`src/design/remote_output_latch_regs.vh`:
```
/*
  Constants of the remote output latch: register indices, reset values,
  retention selections, terminal function codes and the terminal bit map.
  Assumes it is included by its bare name from the design files.
*/
`ifndef REMOTE_OUTPUT_LATCH_REGS_VH
`define REMOTE_OUTPUT_LATCH_REGS_VH

// Register indices on the parameter port.
`define RO_IDX_RETENTION 2'h0
`define RO_IDX_BITS 2'h1
`define RO_IDX_STATUS 2'h2

// Widths and reset values.
`define RO_BITS_W 12
`define RO_SEL_W 8
`define RO_TERM_COUNT 2
`define RO_RETENTION_RST 8'h00
`define RO_BITS_RST 12'h000
`define RO_TERM_RST 2'h0

// Retention selections: power-off behaviour and inverter-reset behaviour.
`define RO_SEL_CLEAR_CLEAR 8'h00
`define RO_SEL_SAVE_CLEAR 8'h01
`define RO_SEL_CLEAR_HOLD 8'h0A
`define RO_SEL_SAVE_HOLD 8'h0B

// Terminal function codes that hand a terminal to the remote output function.
`define RO_FUNC_REMOTE_POS 8'h60
`define RO_FUNC_REMOTE_NEG 8'hC4

// Data bit driving each terminal, four bits per terminal, terminal 0 lowest.
`define RO_TERM_BIT_MAP 8'h10

// Status register fields.
`define RO_STAT_TERM_LSB 0
`define RO_STAT_BUSY_BIT 2
`define RO_STAT_SEL_LSB 4

`endif

```
`src/design/remote_output_latch.v`:
```
/*
  Remote output latch: a 12-bit data word written by the host over the
  parameter port drives the output terminals assigned the remote output
  function, with a retention selection governing power-off and inverter reset.
  Assumes i_rst_n is the power-on reset, reset and power-off events are
  one-cycle pulses synchronous to i_ref_clk, and the terminal function
  selections are held by the surrounding parameter logic.
*/
// Function
// RULE_01: Selection 0 or 10 clears data at power-on.
// RULE_02: Selection 1 or 11 saves, restores at power-on.
// RULE_03: Inverter reset never writes non-volatile store.
// RULE_04: Inverter reset clears data word by default.
// RULE_05: Selection 1 reloads saved word at inverter reset.
// RULE_06: Selection 10 or 11 holds data across reset.
// RULE_07: Data word twelve bits, initial value zero.
// RULE_08: Host selects 96 or 196 for remote.
// RULE_09: Data bit drives terminal, inverted for negative logic.
// RULE_10: Bit 0 controls the run-status terminal.
// RULE_11: Unassigned terminals ignore data, follow own function.
// RULE_12: Host writes apply to the terminals.
// RULE_13: Writes accepted in every mode, no protection.
`timescale 1ns/1ps
`default_nettype none
`include "remote_output_latch_regs.vh"

module remote_output_latch (
  input wire i_ref_clk, // Core clock, 250 MHz.
  input wire i_rst_n, // Power-on reset, active low.
  input wire i_nv_rst_n, // Erase of the non-volatile store, active low.
  input wire i_power_off, // Power-off warning pulse.
  input wire i_term_reset, // Terminal reset pulse.
  input wire i_comm_reset, // Communication reset request pulse.
  input wire i_reg_wr, // Parameter write request.
  input wire i_reg_rd, // Parameter read request.
  input wire [1:0] i_reg_idx, // Parameter index.
  input wire [`RO_BITS_W-1:0] i_reg_wdata, // Parameter write value.
  output wire [`RO_BITS_W-1:0] o_reg_rdata, // Parameter read value.
  output wire o_reg_ack, // Request done pulse.
  output wire o_reg_err, // Request refused, with the ack.
  input wire [8*`RO_TERM_COUNT-1:0] i_term_func_sel, // Function code per terminal.
  input wire [`RO_TERM_COUNT-1:0] i_term_func_state, // Own function level per terminal.
  output wire [`RO_TERM_COUNT-1:0] o_term, // Terminal output levels.
  output wire o_busy // Restore after power-on in progress.
);

  localparam [1:0] ST_RESTORE = 2'h1;
  localparam [1:0] ST_RUN = 2'h2;
  localparam [4*`RO_TERM_COUNT-1:0] TERM_BIT_MAP = `RO_TERM_BIT_MAP;

  reg [1:0] st_q;
  reg [1:0] st_d;
  reg [`RO_SEL_W-1:0] sel_q;
  reg [`RO_SEL_W-1:0] sel_d;
  reg [`RO_BITS_W-1:0] bits_q;
  reg [`RO_BITS_W-1:0] bits_d;
  reg [`RO_BITS_W-1:0] rdata_q;
  reg [`RO_BITS_W-1:0] rdata_d;
  reg ack_q;
  reg err_q;
  reg err_d;
  reg [`RO_TERM_COUNT-1:0] term_q;
  wire [`RO_TERM_COUNT-1:0] term_d;

  wire [`RO_SEL_W-1:0] nv_sel;
  wire [`RO_BITS_W-1:0] nv_bits;
  wire nv_sel_we;
  wire nv_bits_we;

  wire running;
  wire inv_reset;
  wire req;
  wire wr_take;
  wire wdata_sel_legal;
  wire sel_saves;
  wire sel_holds;
  wire nv_sel_saves;
  wire hit_sel;
  wire hit_bits;
  reg [`RO_BITS_W-1:0] status_word;

  // Both reset sources act alike; neither reaches the store.
  assign inv_reset = i_term_reset | i_comm_reset;
  assign running = st_q[1];
  assign req = i_reg_wr | i_reg_rd;
  // No write-protect or operation-mode gating: the data word is writable in every cycle but the restore cycle.
  assign wr_take = running & i_reg_wr; // RULE_13

  assign wdata_sel_legal = (i_reg_wdata[`RO_BITS_W-1:`RO_SEL_W] == 4'h0) &&
    ((i_reg_wdata[`RO_SEL_W-1:0] == `RO_SEL_CLEAR_CLEAR) ||
     (i_reg_wdata[`RO_SEL_W-1:0] == `RO_SEL_SAVE_CLEAR) ||
     (i_reg_wdata[`RO_SEL_W-1:0] == `RO_SEL_CLEAR_HOLD) ||
     (i_reg_wdata[`RO_SEL_W-1:0] == `RO_SEL_SAVE_HOLD));

  assign sel_saves = (sel_q == `RO_SEL_SAVE_CLEAR) || (sel_q == `RO_SEL_SAVE_HOLD);
  assign sel_holds = (sel_q == `RO_SEL_CLEAR_HOLD) || (sel_q == `RO_SEL_SAVE_HOLD);
  assign nv_sel_saves = (nv_sel == `RO_SEL_SAVE_CLEAR) || (nv_sel == `RO_SEL_SAVE_HOLD);

  // Index decode shared by the latch and the store.
  assign hit_sel = (i_reg_idx == `RO_IDX_RETENTION);
  assign hit_bits = (i_reg_idx == `RO_IDX_BITS);

  // The selection itself is a stored parameter, so it outlives power cycles.
  assign nv_sel_we = wr_take && hit_sel && wdata_sel_legal;
  // Only a power-off saves the word; resets leave the store alone.
  assign nv_bits_we = running & i_power_off & sel_saves; // RULE_02 RULE_03

  nv_store u_nv_store (
    .i_ref_clk(i_ref_clk),
    .i_nv_rst_n(i_nv_rst_n),
    .i_sel_we(nv_sel_we),
    .i_sel_wdata(i_reg_wdata[`RO_SEL_W-1:0]),
    .i_bits_we(nv_bits_we),
    .i_bits_wdata(bits_q),
    .o_sel(nv_sel),
    .o_bits(nv_bits)
  );

  always @* begin
    st_d = st_q;
    case (st_q)
      ST_RESTORE: begin
        st_d = ST_RUN;
      end
      ST_RUN: begin
        st_d = ST_RUN;
      end
      default: begin
        st_d = ST_RESTORE;
      end
    endcase
  end

  // Latch and selection. A write in the same cycle as an inverter reset is
  // applied after the reset, so the host's value is never lost to it.
  always @* begin
    sel_d = sel_q;
    bits_d = bits_q;
    case (st_q)
      ST_RESTORE: begin
        sel_d = nv_sel;
        if (nv_sel_saves) begin
          bits_d = nv_bits; // RULE_02
        end else begin
          bits_d = `RO_BITS_RST; // RULE_01
        end
      end
      ST_RUN: begin
        if (inv_reset) begin
          if (sel_holds) begin
            bits_d = bits_q; // RULE_06
          end else if (sel_saves) begin
            bits_d = nv_bits; // RULE_05
          end else begin
            bits_d = `RO_BITS_RST; // RULE_04
          end
        end
        if (wr_take && hit_bits) begin
          bits_d = i_reg_wdata; // RULE_07 RULE_12
        end
        if (nv_sel_we) begin
          sel_d = i_reg_wdata[`RO_SEL_W-1:0];
        end
      end
      default: begin
        sel_d = `RO_RETENTION_RST;
        bits_d = `RO_BITS_RST;
      end
    endcase
  end

  // Status fields sit at their own positions; the unused bit stays zero.
  always @* begin
    status_word = `RO_BITS_RST;
    status_word[`RO_STAT_TERM_LSB +: `RO_TERM_COUNT] = term_q;
    status_word[`RO_STAT_BUSY_BIT] = ~running;
    status_word[`RO_STAT_SEL_LSB +: `RO_SEL_W] = sel_q;
  end

  // Answer to a request: reads return the register, refusals raise the error.
  always @* begin
    rdata_d = rdata_q;
    err_d = 1'b0;
    if (req) begin
      if (!running) begin
        err_d = 1'b1;
      end else if (i_reg_wr) begin
        case (i_reg_idx)
          `RO_IDX_RETENTION: begin
            err_d = ~wdata_sel_legal;
          end
          `RO_IDX_BITS: begin
            err_d = 1'b0;
          end
          default: begin
            err_d = 1'b1;
          end
        endcase
      end else begin
        case (i_reg_idx)
          `RO_IDX_RETENTION: begin
            rdata_d = {4'h0, sel_q};
          end
          `RO_IDX_BITS: begin
            rdata_d = bits_q;
          end
          `RO_IDX_STATUS: begin
            rdata_d = status_word;
          end
          default: begin
            rdata_d = `RO_BITS_RST;
            err_d = 1'b1;
          end
        endcase
      end
    end
  end

  // Each terminal picks its data bit when handed to the remote function,
  // otherwise passes its own function through untouched.
  genvar g;
  generate
    for (g = 0; g < `RO_TERM_COUNT; g = g + 1) begin : g_term
      wire [7:0] fsel;
      wire [3:0] bidx;
      wire rbit;
      wire is_pos;
      wire is_neg;
      assign fsel = i_term_func_sel[8*g +: 8];
      assign bidx = TERM_BIT_MAP[4*g +: 4];
      // Terminal 0 is the run-status terminal and takes bit 0.
      assign rbit = bits_q[bidx]; // RULE_10
      assign is_pos = (fsel == `RO_FUNC_REMOTE_POS); // RULE_08
      assign is_neg = (fsel == `RO_FUNC_REMOTE_NEG); // RULE_08
      assign term_d[g] = is_pos ? rbit : // RULE_09
                         is_neg ? ~rbit : // RULE_09
                         i_term_func_state[g]; // RULE_11
    end
  endgenerate

  always @(posedge i_ref_clk or negedge i_rst_n) begin
    if (!i_rst_n) begin
      st_q <= ST_RESTORE;
      sel_q <= `RO_RETENTION_RST;
      bits_q <= `RO_BITS_RST; // RULE_07
      rdata_q <= `RO_BITS_RST;
      ack_q <= 1'b0;
      err_q <= 1'b0;
      term_q <= `RO_TERM_RST;
    end else begin
      st_q <= st_d;
      sel_q <= sel_d;
      bits_q <= bits_d;
      rdata_q <= rdata_d;
      ack_q <= req;
      err_q <= err_d;
      term_q <= term_d; // RULE_12
    end
  end

  assign o_reg_rdata = rdata_q;
  assign o_reg_ack = ack_q;
  assign o_reg_err = err_q;
  assign o_term = term_q;
  assign o_busy = st_q[0];

endmodule // remote_output_latch
`default_nettype wire

```
`src/design/nv_store.v`:
```
/*
  Non-volatile store of the remote output latch: keeps the retention
  selection and the data word saved at power-off.
  Assumes i_nv_rst_n is asserted only to erase the store, never at an
  ordinary power cycle, so the contents outlive the power-on reset.
*/
`timescale 1ns/1ps
`default_nettype none
`include "remote_output_latch_regs.vh"

module nv_store (
  input wire i_ref_clk, // Core clock.
  input wire i_nv_rst_n, // Erase of the store, active low.
  input wire i_sel_we, // Write retention selection.
  input wire [`RO_SEL_W-1:0] i_sel_wdata, // Retention selection to keep.
  input wire i_bits_we, // Save data word.
  input wire [`RO_BITS_W-1:0] i_bits_wdata, // Data word to keep.
  output wire [`RO_SEL_W-1:0] o_sel, // Stored retention selection.
  output wire [`RO_BITS_W-1:0] o_bits // Stored data word.
);

  reg [`RO_SEL_W-1:0] sel_q;
  reg [`RO_BITS_W-1:0] bits_q;

  always @(posedge i_ref_clk or negedge i_nv_rst_n) begin
    if (!i_nv_rst_n) begin
      sel_q <= `RO_RETENTION_RST;
      bits_q <= `RO_BITS_RST;
    end else begin
      if (i_sel_we) begin
        sel_q <= i_sel_wdata;
      end
      if (i_bits_we) begin
        bits_q <= i_bits_wdata;
      end
    end
  end

  assign o_sel = sel_q;
  assign o_bits = bits_q;

endmodule // nv_store
`default_nettype wire

```
`config.mk`:
```
export PLATFORM = sky130hd
export DESIGN_NAME = remote_output_latch
export DESIGN_NICKNAME = d
export VERILOG_FILES = /design/src/design/remote_output_latch.v /design/src/design/nv_store.v
export VERILOG_INCLUDE_DIRS = /design/src /design/src/design
export SDC_FILE = /design/constraint.sdc
export NUM_CORES = 1
export LEC_CHECK = 0
export ABC_AREA = 1
export BUFFER_PORTS_ARGS = -buffer_cell sky130_fd_sc_hd__buf_2
export CELL_PAD_IN_SITES_DETAIL_PLACEMENT = 0
export CELL_PAD_IN_SITES_GLOBAL_PLACEMENT = 1
export CORE_ASPECT_RATIO = 0.6
export CORE_MARGIN = 4
export CORE_UTILIZATION = 44
export DETAILED_ROUTE_END_ITERATION = 6
export PLACE_DENSITY = 0.85
export REMOVE_ABC_BUFFERS = 1
export SLEW_MARGIN = 20
export SYNTH_ARGS = -nofsm -noshare
export SYNTH_HDL_FRONTEND = slang
export SYNTH_SLANG_ARGS = --single-unit
```
`constraint.sdc`:
```
create_clock -name i_ref_clk -period 3.2 [get_ports i_ref_clk]
set_clock_uncertainty 0.15 [all_clocks]
set_input_delay 0.32 -clock i_ref_clk [delete_from_list [all_inputs] [get_ports i_ref_clk]]
set_output_delay 0.32 -clock i_ref_clk [all_outputs]
set_load 0.01 [all_outputs]
```
==> run summary, run 1 <==
The run finished with clean final reports. The final cycle utilization of the critical path is 63.22%. The register area came out at 1453 sq um.

The port buffer count is 56. Each instance of the synthesized netlist takes up on average 7.572 sq um. The worst voltage drop across the vdd grid came out at 0.0003457 V. The filler cell count in the final layout is 654.

The power share of the clock group is 49.2%. The final non-filler cell total is 570. The number of antenna violations at the first check in global routing is 0. The reported net switching power came out at 0.0004716 W. Leaving out fill and tap cells, the most frequent cells in the layout are sky130_fd_sc_hd__nand2_1 (125), sky130_fd_sc_hd__nand3_1 (60), sky130_fd_sc_hd__dfrtp_1 (57), sky130_fd_sc_hd__buf_2 (56), sky130_fd_sc_hd__inv_1 (43). The first-pass GRT wire length is 14.84 mm. The tree is rooted in a sky130_fd_sc_hd__clkbuf_16. The worst-skew pair later-pin latency came out at 0.34 ns. The final global-route overflow total came out at 0. The number of cells traversed by the worst register-to-register path is 9. The combinational cell fraction of total power came out at 8.8%. The floorplan die area is 8735 sq um. For this run, the total global-route usage over all layers was measured as 22.45%.

The height of the chip is 74.01 um. STA classifies the critical path startpoint as a flip-flop. The clock passes through at most 2 buffers. The sequential group share of total power came out at 42.0%.

The most common library cell in the layout ignoring fill and taps is sky130_fd_sc_hd__nand2_1. The CTS sink count is 58. The leakage power of the design came out at 1.984 nW. In this run the most critical hold path is launched from i_reg_rd.

With fillers left out, the area of the finished cells amounts to 3819 sq um. The first-pass iteration count of the detailed router came out at 5. The number of setup violations in the final report came out at 0. The average routed wire per standard cell is 16.23 um. The detailed placement HPWL came out at 6.727 mm. Setup repair after global routing left no endpoint under its margin. The startpoint identified for the worst register-to-register timing path is st_q[1]. The maximum clock rate is 494.3 MHz. The clock tree synthesis step divided the H-tree into 3 levels. The switching power as a share of total power came out at 25.79%. The layout cell share with drive strength beyond 1 came out at 19.05%. For this run, the number of Yosys warnings is 0. The clock period could shrink to 2.023 ns. The number of nets with antenna violations after routing came out at 0.

The required time reported for the critical path endpoint is 3.32 ns. The post-synth design cell area is 3196 sq um. The critical path is of the flip-flop to flip-flop type. The worst slew slack as a fraction of its limit came out at 41.04%. The wire length after detailed routing came out at 9.249 mm.

The detailed-route vias per instance came out at 5.360. The core outline area is 6849 sq um. Prior to clock tree synthesis, the placed netlist has a worst setup slack of 1.054 ns. The area of the multi-input gates is 1454 sq um. STA puts the critical path data arrival time at 2.15 ns. The via total after detailed routing is 3055. The number of maximum-capacitance constraint violations came out at 0. During I/O placement, the number of pins put on the boundary was 57. The share of the core filled with cells came out at 55.75%.

The proportion of synthesized chip area in sequential cells came out at 45.46%. The final-report max-slew violation count was 0. The final-report hold violation count was 0. The total CTS buffers is 9. Relative to the synthesized area, the layout overhead comes to 19.50%. The number of gates resized after CTS was 0. After clock tree synthesis, the clock-pin slew on the worst setup and hold paths is 0.05 ns.

The weighted congestion reported at the end of routability-driven placement came out at 0.8384. The clock tree from TritonCTS is done. For this run, design rule violations remaining after detail routing come to 0. The post-layout worst setup margin is 1.177 ns. The instance count of the mapped netlist is 422. The kind of path behind the tightest hold check is primary input to flip-flop. The number of global-route vias before repair was 2794. Tracing the worst setup path back leads to its startpoint at st_q[1]. The post-detailed-placement cell area came out at 3518 sq um. The transition at the pin with the smallest max-transition slack is 0.8845 ns. The floorplan has 23 rows.

Synthesis instantiated 36 different standard cells from the library. The maximum number of pins on one net before global-route repair is 39. The layout net count came out at 520. The number of buffers inserted to repair setup after CTS is 0. In this run the worst path has a maximum fanout of 17. The antenna diode count came out at 0. For this configuration, the core starts out at a cell density of 46.66%.

The cell internal power dissipation came out at 0.001357 W. STA classifies the critical path endpoint as a flip-flop. The width of the chip is 118.0 um. The number of cells on the worst hold path came out at 3. The total negative slack for setup checks came out at 0 ns. Dividing total power by cell area gives a power density of 479.0 nW/um^2. The first routing iteration left 275 violations. The count of placed standard cells including taps is 552. The number of register bits inferred by synthesis came out at 58.
==> cell type report <==
| cell class | count | share of cell area [%] |
|---|---|---|
| well taps | 87 | 2.851 |
| flip-flops and latches | 58 | 38.04 |
| multi-input cells | 298 | 38.07 |
| clock buffers | 10 | 6.258 |
| clock inverters | 6 | 1.081 |
| repair buffers | 63 | 8.847 |
| inverters | 48 | 4.849 |
==> synth_stat cells (all sizes together) <==
cell | count | share of area, %
nor3 | 2 | 0.67
o211ai | 1 | 0.24
buf | 13 | 2.7
dfrtp | 57 | 45
nor4 | 2 | 0.39
nand3 | 61 | 9.9
clkinv | 1 | 0.27
ha | 2 | 0.78
o22ai | 4 | 0.78
inv | 47 | 5.5
nor2 | 23 | 3.3
a21oi | 22 | 3.6
dfstp | 1 | 0.82
a2bb2oi | 5 | 1.4
and3b | 1 | 0.27
xor2 | 2 | 0.55
xnor2 | 1 | 0.27
a21o | 1 | 0.24
clkbuf | 5 | 0.59
nand3b | 8 | 1.9
nand4 | 4 | 0.98
o21ai | 32 | 5.0
nand2 | 126 | 15
and3 | 1 | 0.20
==> cell families after synthesis <==
| kind of cell | synth area share (%) |
|---|---|
| flops | 45.46 |
| simple gates | 32.69 |
| compound gates | 11.20 |
| buf+inv | 9.044 |
| xor+xnor | 0.8224 |
| fa+ha+maj | 0.7830 |
==> per-stage QoR <==
stage          power (W)  hold WS, ns
6_report        0.001829      0.08096
5_1_grt         0.001911      0.09527
4_1_cts         0.001850      0.07502
3_5_place_dp   0.0009401       0.1696
3_3_place_gp   0.0009378       0.1615
2_1_floorplan  0.0008533      -0.1256
==> final timing paths <==
path                                          to  slack, ns
hold / removal                         o_reg_ack       0.08
setup / recovery                       bits_q[7]       1.18
min in group asynchronous  u_nv_store.o_bits[11]       0.35
setup reg to reg                       bits_q[7]       1.18
max in group asynchronous               sel_q[3]       1.85
hold reg to reg                   o_reg_rdata[5]       0.33
==> worst max-delay path, cell delays in order, from the launching register on <==
cell and delay [ns]:
sky130_fd_sc_hd__dfrtp_1 0.47, sky130_fd_sc_hd__nand2_1 0.10, sky130_fd_sc_hd__inv_2 0.10, sky130_fd_sc_hd__nand2_4 0.15, sky130_fd_sc_hd__clkinv_4 0.13, sky130_fd_sc_hd__nor2_2 0.04, sky130_fd_sc_hd__buf_4 0.17, sky130_fd_sc_hd__a21oi_2 0.46
sky130_fd_sc_hd__nand2_1 0.12, sky130_fd_sc_hd__nand2_1 0.08
==> layer usage <==
layer	wire length [um]	global-route usage, %	part of all wire (%)
met5	0	0	0
met4	117	8.312	1.3
met3	852	6.611	9.2
met2	3810	31.49	41
met1	4469	32.98	48
==> power by group through the flow <==
| stage | Clock [W] | Sequential (W) | Combinational (W) |
|---|---|---|---|
| after global placement | 0 | 0.000781 | 0.000157 |
| after CTS | 0.000920 | 0.000769 | 0.000161 |
| final | 0.000900 | 0.000769 | 0.000161 |
| after detailed placement | 0 | 0.000781 | 0.000159 |
| after global routing | 0.000960 | 0.000771 | 0.000180 |
| after floorplan | 0 | 0.000784 | 0.0000689 |
==> registers in the layout, indices dropped and copies added, names as in the netlist <==
name               cells
o_term                 2
sel_q                  8
o_reg_rdata           12
o_reg_err              1
u_nv_store.o_sel       8
bits_q                12
u_nv_store.o_bits     12
st_q                   2
o_reg_ack              1
==> what timing repair did <==
| action | CTS | global route |
|---|---|---|
| hold endpoints to repair | 57 | 0 |
| hold buffers | 2 | 0 |
| endpoints found under the setup margin | 0 | 0 |
No activity file was read; power rests on OpenSTA's default activity.
==> run 2, diff against run 1 <==
--- a/config.mk
+++ b/config.mk
@@ -12,9 +12,9 @@
 export CELL_PAD_IN_SITES_GLOBAL_PLACEMENT = 1
 export CORE_ASPECT_RATIO = 0.6
 export CORE_MARGIN = 4
-export CORE_UTILIZATION = 44
+export CORE_UTILIZATION = 37
 export DETAILED_ROUTE_END_ITERATION = 6
-export PLACE_DENSITY = 0.85
+export PLACE_DENSITY = 0.77
 export REMOVE_ABC_BUFFERS = 1
 export SLEW_MARGIN = 20
 export SYNTH_ARGS = -nofsm -noshare
==> constraint.sdc (replaced) <==
create_clock -name i_ref_clk -period 1.84 [get_ports i_ref_clk]
set_clock_uncertainty 0.15 [all_clocks]
set_input_delay 0.184 -clock i_ref_clk [delete_from_list [all_inputs] [get_ports i_ref_clk]]
set_output_delay 0.184 -clock i_ref_clk [all_outputs]
set_load 0.01 [all_outputs]
==> run summary, run 2 (synthesis results as in run 1) <==
The capturing element type of the critical path is a flip-flop (unchanged). Setup repair after global routing missed its margin: false (unchanged). The weighted congestion reported at the end of routability-driven placement came out at 0.9206 (was 0.8384). The worst voltage drop across the vdd grid came to 0.0004479 V (was 0.0003457 V).

The detailed-route vias per instance is 4.985 (was 5.360). The overall routing resource usage is 20.22% (was 22.45%). The final non-filler cell total came to 616 (was 570). The final global-route overflow total came to 0 (unchanged). The number of cells on the worst hold path is 4 (was 3).

The level count of the clock H-tree is 3 (unchanged). The startpoint kind of the worst setup timing path is a primary input (was flip-flop). The register clock-pin slew on the reported worst setup and hold paths is 0.05 ns (about the same). The number of buffers and inverters on the critical path is 3 (unchanged). The cell repeated most along the worst path is sky130_fd_sc_hd__dlygate4sd3_1 (was sky130_fd_sc_hd__nand2_1).

The gate family responsible for the most delay along the worst path was buffers and inverters (was simple AND/OR/NAND/NOR gates). The first-pass iteration count of the detailed router is 5 (unchanged). The count of pins on the block boundary came to 57 (unchanged). The final-report max-slew violation count was 0 (unchanged).

The final-report hold violation count came out at 0 (unchanged). The via total after detailed routing is 3071 (was 3055). The width of the chip came out at 128.0 um (was 118.0 um). The number of placement rows came to 25 (was 23). The number of maximum-capacitance constraint violations is 0 (unchanged). The first-pass GRT wire length is 15.70 mm (was 14.84 mm). The height of the chip came out at 79.99 um (was 74.01 um). The maximum number of pins on one net before global-route repair came out at 27 (was 39). The number of remaining DRC errors came out at 0 (unchanged). The layout cell share with drive strength beyond 1 is 21.65% (was 19.05%). The stage delay of the slowest cell on the critical path is 0.63 ns (was 0.47 ns). The worst slew slack as a fraction of its limit is 56.86% (was 41.04%). The number of global-route vias before repair is 2948 (was 2794). The worst min-delay path endpoint is o_term[0] (was o_reg_ack). The clock period minus worst slack is 1.823 ns.

The pre-CTS setup slack is 0.1211 ns (was 1.054 ns). The clock tree from TritonCTS is done (unchanged). The average routed wire per standard cell came out at 15.89 um (was 16.23 um).

The library cell used as clock root buffer is sky130_fd_sc_hd__clkbuf_16 (unchanged). Crit-path cells: dlygate4sd3_1, buf_2, nor4_1, dlygate4sd3_1, nand4_1, nand2_1 (was nand2_1, inv_2, nand2_4, clkinv_4, nor2_2, buf_4, a21oi_2, nand2_1, nand2_1). The critical-path maximum fanout came out at 2 (was 17). The port buffer count is 56 (unchanged). The number of antenna violations at the first check in global routing is 0 (unchanged).

The leakage power of the design is 2.124 nW (was 1.984 nW). The type of the setup path with the least slack is primary input to flip-flop (was flip-flop to flip-flop). The critical-path cell with the highest stage delay was sky130_fd_sc_hd__dlygate4sd3_1 (was sky130_fd_sc_hd__dfrtp_1).

The count of placed standard cells including taps is 593 (was 552). The number of setup violations in the final report came out at 0 (unchanged). The total power of the final layout came out at 0.003172 W (was 0.001829 W). The layout overhead on the synthesized area was 27.64% (was 19.50%). The startpoint of the worst register-to-register path is st_q[1] (unchanged). The power per unit of standard cell area is 777.5 nW/um^2 (was 479.0 nW/um^2).

The most common library cell in the layout ignoring fill and taps is sky130_fd_sc_hd__nand2_1 (unchanged). The startpoint of the worst hold path is i_term_func_sel[7] (was i_reg_rd). The antenna diode count came to 0 (unchanged). The number of cells traversed by the worst register-to-register path came out at 9 (unchanged). The final critical path takes up 99.06% of the cycle. The post-layout worst setup margin is 0.01723 ns (was 1.177 ns). The detailed placement HPWL is 7.342 mm (was 6.727 mm). The CTS sink count is 58 (unchanged). The data arrival time at the worst-slack endpoint came out at 1.94 ns (was 2.15 ns).

The total negative slack for setup checks came out at 0 ns (unchanged). The total CTS buffers came out at 9 (unchanged). The count of routing violations after the opening detailed-route iteration came out at 188 (was 275). The number of nets with antenna violations after routing came out at 0 (unchanged). The most congested layer reported by global routing is met2 (was met1). The met2 routing resource usage after global routing came out at 29.38% (was 31.49%). Highest-count cells in the layout ignoring fill and taps: sky130_fd_sc_hd__nand2_1 (125), sky130_fd_sc_hd__nand3_1 (60), sky130_fd_sc_hd__dfrtp_1 (57), sky130_fd_sc_hd__buf_2 (56), sky130_fd_sc_hd__inv_1 (43) (unchanged). The initial standard-cell utilization of the core came out at 39.29% (was 46.66%). The met1 track utilization from global routing came to 29.11% (was 32.98%). The core outline area is 8133 sq um (was 6849 sq um). The reg-to-reg endpoint is bits_q[4] (was bits_q[7]). The floorplan die area came out at 10240 sq um (was 8735 sq um).

The transition at the pin with the smallest max-transition slack is 0.6471 ns (was 0.8845 ns). The worst-skew pair later-pin latency is 0.33 ns (was 0.34 ns). The met3 demand-to-capacity share in global routing was 6.551% (was 6.611%). The layout net count is 546 (was 520). The kind of path behind the tightest hold check is primary input to flip-flop (unchanged). The required time reported for the critical path endpoint came out at 1.96 ns (was 3.32 ns).

The maximum clock rate is 548.6 MHz. The wire length after detailed routing came out at 9.789 mm (was 9.249 mm). The final hold slack came to 0.002133 ns (was 0.08096 ns). Outcome: finished, final reports clean (unchanged).

The maximum clock insertion buffer count came out at 2 (unchanged). The reg-to-reg setup timing slack is 0.16 ns (was 1.18 ns).
[run 2: cell types whose count changed in the layout (fill, tap and decap cells not counted), sizes merged]
cell / previous run / this run
buf: 61 / 81
inv: 48 / 47
clkinvlp: 3 / 1
clkbuf: 10 / 13
clkinv: 3 / 2
dlygate4sd3: 2 / 8
[run 2: layout make-up]
type	instances	area, sq um
fill	835	4054
multi-input combinational	298	1456
sequential	58	1453
timing repair buffer	89	576.8
clock buffer	13	260.3
inverter	48	185.2
tap	108	135.1
clock inverter	2	12.51
[run 2: per-stage QoR]
step	utilization [%]	area (sq um)
after floorplan	-	3092
after global placement	45.74	3720
after detailed placement	45.74	3720
after CTS	50.08	4073
after global routing	50.15	4079
final	50.15	4079
[run 2: tightest hold or removal path: stages]
cell	delay, ns
sky130_fd_sc_hd__buf_2	0.09
sky130_fd_sc_hd__nor4_1	0.05
sky130_fd_sc_hd__nand3_1	0.06
sky130_fd_sc_hd__nand2_1	0.05
[run 2: what timing repair did]
item | 4_1_cts | 5_1_grt
setup buffers | 0 | 0
gates resized for setup | 0 | 2
endpoints found under the hold margin | 45 | 0
hold buffers | 8 | 0
endpoints found under the setup margin | 0 | 4
[run 2: layer usage]
layer | part of all wire, % | vias up
met5 | 0 | -
met4 | 0.89 | 0
met3 | 7.9 | 12
met2 | 42 | 98
met1 | 49 | 1419
li1 | - | 1542
[run 2: where the power goes]
part / internal [W] / total, W / switching (W)
logic: 0.000125 / 0.000311 / 0.000186
registers: 0.00131 / 0.00134 / 0.0000243
clock network: 0.000973 / 0.00152 / 0.000550
[run 2: worst max-delay path by stage]
stage | startpoint | end | slack, ns | cells after the start
final | i_term_func_sel[15] | o_term[1] | 0.02 | 6
after global routing | st_q[1] | bits_q[2] | 0.003 | 9
after CTS | st_q[1] | bits_q[4] | 0.1 | 9
after detailed placement | st_q[1] | bits_q[2] | 0.12 | 9
after global placement | st_q[1] | bits_q[6] | 0.12 | 9
after floorplan | st_q[1] | bits_q[0] | -0.45 | 6
==> run 3, diff against run 2 <==
==> constraint.sdc (replaced) <==
create_clock -name i_ref_clk -period 1.84 [get_ports i_ref_clk]
set_clock_uncertainty 0.15 [all_clocks]
set_input_delay 0 -clock i_ref_clk [delete_from_list [all_inputs] [get_ports i_ref_clk]]
set_output_delay 0 -clock i_ref_clk [all_outputs]
set_load 0.01 [all_outputs]
==> run summary, run 3 (synthesis results as in run 1) <==
The final-report max-slew violation count is 0 (unchanged). The initial standard-cell utilization of the core came out at 39.29% (unchanged). The width of the chip is 128.0 um (unchanged). The area of the multi-input gates is 1456 sq um (unchanged). The stage delay of the slowest cell on the critical path came out at 0.58 ns (was 0.63 ns).

The weighted congestion reported at the end of routability-driven placement is 0.9024 (was 0.9206). The leakage power of the design came out at 2.240 nW (was 2.124 nW). The library cell used as clock root buffer was sky130_fd_sc_hd__clkbuf_16 (unchanged).

The wire length after detailed routing was 9.980 mm (was 9.789 mm). The CTS sink count is 58 (unchanged). The floorplan die area came out at 10240 sq um (unchanged). The first-pass iteration count of the detailed router came out at 4 (was 5).

The gate family responsible for the most delay along the worst path is buffers and inverters (unchanged). The detailed-route vias per instance came out at 5.000 (was 4.985). The maximum number of pins on one net before global-route repair came out at 39 (was 27). The antenna diode count is 0 (unchanged). The count of placed standard cells including taps came out at 590 (was 593).

The overall routing resource usage is 21.07% (was 20.22%). The first-pass GRT wire length is 16.39 mm (was 15.70 mm). The worst-skew pair later-pin latency is 0.33 ns (about the same). The final cycle utilization of the critical path is 95.37% (was 99.06%). The data arrival time at the worst-slack endpoint came to 1.82 ns (was 1.94 ns). The average routed wire per standard cell is 15.55 um (was 15.89 um). The layout overhead on the synthesized area is 35.79% (was 27.64%).

The final global-route overflow total came out at 0 (unchanged). The layout cell share with drive strength beyond 1 came out at 20.41% (was 21.65%). The filler cell count in the final layout was 804 (was 835). The kind of path behind the tightest hold check is primary input to flip-flop (unchanged).

The transition at the pin with the smallest max-transition slack came out at 0.5278 ns (was 0.6471 ns). The register clock-pin slew on the reported worst setup and hold paths came to 0.05 ns (about the same). Outcome: finished, final reports clean (unchanged). The maximum clock rate came out at 569.9 MHz (was 548.6 MHz). The number of global-route vias before repair came out at 3096 (was 2948). The core outline area was 8133 sq um (unchanged). The power per unit of standard cell area is 743.5 nW/um^2 (was 777.5 nW/um^2). The number of setup violations in the final report is 0 (unchanged). The count of pins on the block boundary came out at 57 (unchanged). The clock period minus worst slack is 1.755 ns (was 1.823 ns). The most common library cell in the layout ignoring fill and taps was sky130_fd_sc_hd__nand2_1 (unchanged).

The number of antenna violations at the first check in global routing came to 0 (unchanged). The critical-path maximum fanout is 2 (unchanged). The critical-path cell with the highest stage delay is sky130_fd_sc_hd__dlygate4sd3_1 (unchanged). Highest-count cells in the layout ignoring fill and taps: sky130_fd_sc_hd__nand2_1 (125), sky130_fd_sc_hd__nand3_1 (60), sky130_fd_sc_hd__dfrtp_1 (57), sky130_fd_sc_hd__buf_2 (56), sky130_fd_sc_hd__inv_1 (43) (unchanged). The register area is 1453 sq um (unchanged). The worst slew slack as a fraction of its limit came out at 64.81% (was 56.86%).

The startpoint kind of the worst setup timing path is a primary input (unchanged). The height of the chip came to 79.99 um (unchanged). The type of the setup path with the least slack was primary input to flip-flop (unchanged). Crit-path cells: dlygate4sd3_1, buf_2, inv_1, nand2_1, nor2_2, nand4_1, dlygate4sd3_1, o211ai_1, nand2_1 (was dlygate4sd3_1, buf_2, nor4_1, dlygate4sd3_1, nand4_1, nand2_1).

The required time reported for the critical path endpoint is 1.90 ns (was 1.96 ns). The count of routing violations after the opening detailed-route iteration is 193 (was 188). The number of nets with antenna violations after routing came out at 0 (unchanged). The via total after detailed routing is 3210 (was 3071). The maximum clock insertion buffer count was 2 (unchanged). The number of buffers and inverters on the critical path came to 4 (was 3). The number of maximum-capacitance constraint violations came out at 0 (unchanged). The number of placement rows came out at 25 (unchanged). The final non-filler cell total was 642 (was 616).

The port buffer count came out at 56 (unchanged). The total CTS buffers came out at 9 (unchanged). The level count of the clock H-tree was 3 (unchanged). The clock tree from TritonCTS is done (unchanged).

The number of remaining DRC errors came out at 0 (unchanged). The final-report hold violation count is 0 (unchanged). The total negative slack for setup checks came out at 0 ns (unchanged).

The capturing element type of the critical path is a flip-flop (unchanged). The layout net count came to 572 (was 546). The worst voltage drop across the vdd grid came to 0.0004521 V (was 0.0004479 V). The detailed placement HPWL is 7.052 mm (was 7.342 mm).
run 3: timing repair:
| item | in CTS | in global routing |
|---|---|---|
| hold buffers | 36 | 0 |
| setup buffers | 0 | 1 |
| hold endpoints to repair | 94 | 0 |
| endpoints found under the setup margin | 0 | 1 |
| gates resized for setup | 0 | 1 |
run 3: worst register-to-register path, delay by kind of cell (launching register included):
kind / cells / cell delay [ns]
AO/OA/AOI/OAI: 1 / 0.10
adder cells (fa/ha/maj): 1 / 0.28
buffers and inverters: 3 / 0.32
flip-flops: 1 / 0.54
AND/OR/NAND/NOR: 4 / 0.19
run 3: metrics by stage:
step / instance area (sq um) / setup slack [ns] / hold WS (ns) / total power, W / util [%]
after floorplan: 3092 / -0.4471 / -0.4456 / 0.001484 / -
after CTS: 4329 / 0.06928 / 0.01531 / 0.003256 / 53.23
after global routing: 4339 / -0.01586 / 0.07081 / 0.003379 / 53.35
after global placement: 3697 / 0.1818 / -0.1510 / 0.001649 / 45.46
final: 4339 / 0.08528 / 0.03408 / 0.003226 / 53.35
after detailed placement: 3697 / 0.1520 / -0.1452 / 0.001652 / 45.46
run 3: final timing paths:
| kind | start | endpoint | depth (start not counted) | slack (ns) |
|---|---|---|---|---|
| worst max-delay path | i_term_func_sel[4] | o_term[0] | 9 | 0.09 |
| worst min-delay path | i_term_func_sel[10] | o_term[1] | 5 | 0.03 |
| worst max register to register | st_q[0] | bits_q[8] | 9 | 0.14 |
| worst min register to register | o_reg_rdata[4] | o_reg_rdata[4] | 2 | 0.33 |
| max in group asynchronous | i_rst_n | st_q[0] | 3 | 1.04 |
| min in group asynchronous | i_nv_rst_n | u_nv_store.o_bits[10] | 2 | 0.04 |
run 3: power breakdown:
part	internal, W	total (W)	switching, W
logic	0.000161	0.000352	0.000192
clock network	0.000968	0.00154	0.000569
registers	0.00131	0.00134	0.0000230
total	0.00244	0.00323	0.000784
run 3: final cells by class:
type / instances / area share [%]
well taps: 108 / 3.114
inverters: 48 / 4.268
repair buffers: 115 / 19.32
clock inverters: 3 / 0.3460
clock buffers: 12 / 5.911
multi-input cells: 298 / 33.56
flip-flops and latches: 58 / 33.48
run 3: per-layer routing:
layer | vias up | part of all wire (%) | track usage (%)
met1 | 1506 | 48 | 30.10
li1 | 1594 | - | -
met3 | 15 | 7.7 | 5.615
met5 | - | 0 | 0
met2 | 95 | 43 | 31.00
met4 | 0 | 1.4 | 6.462
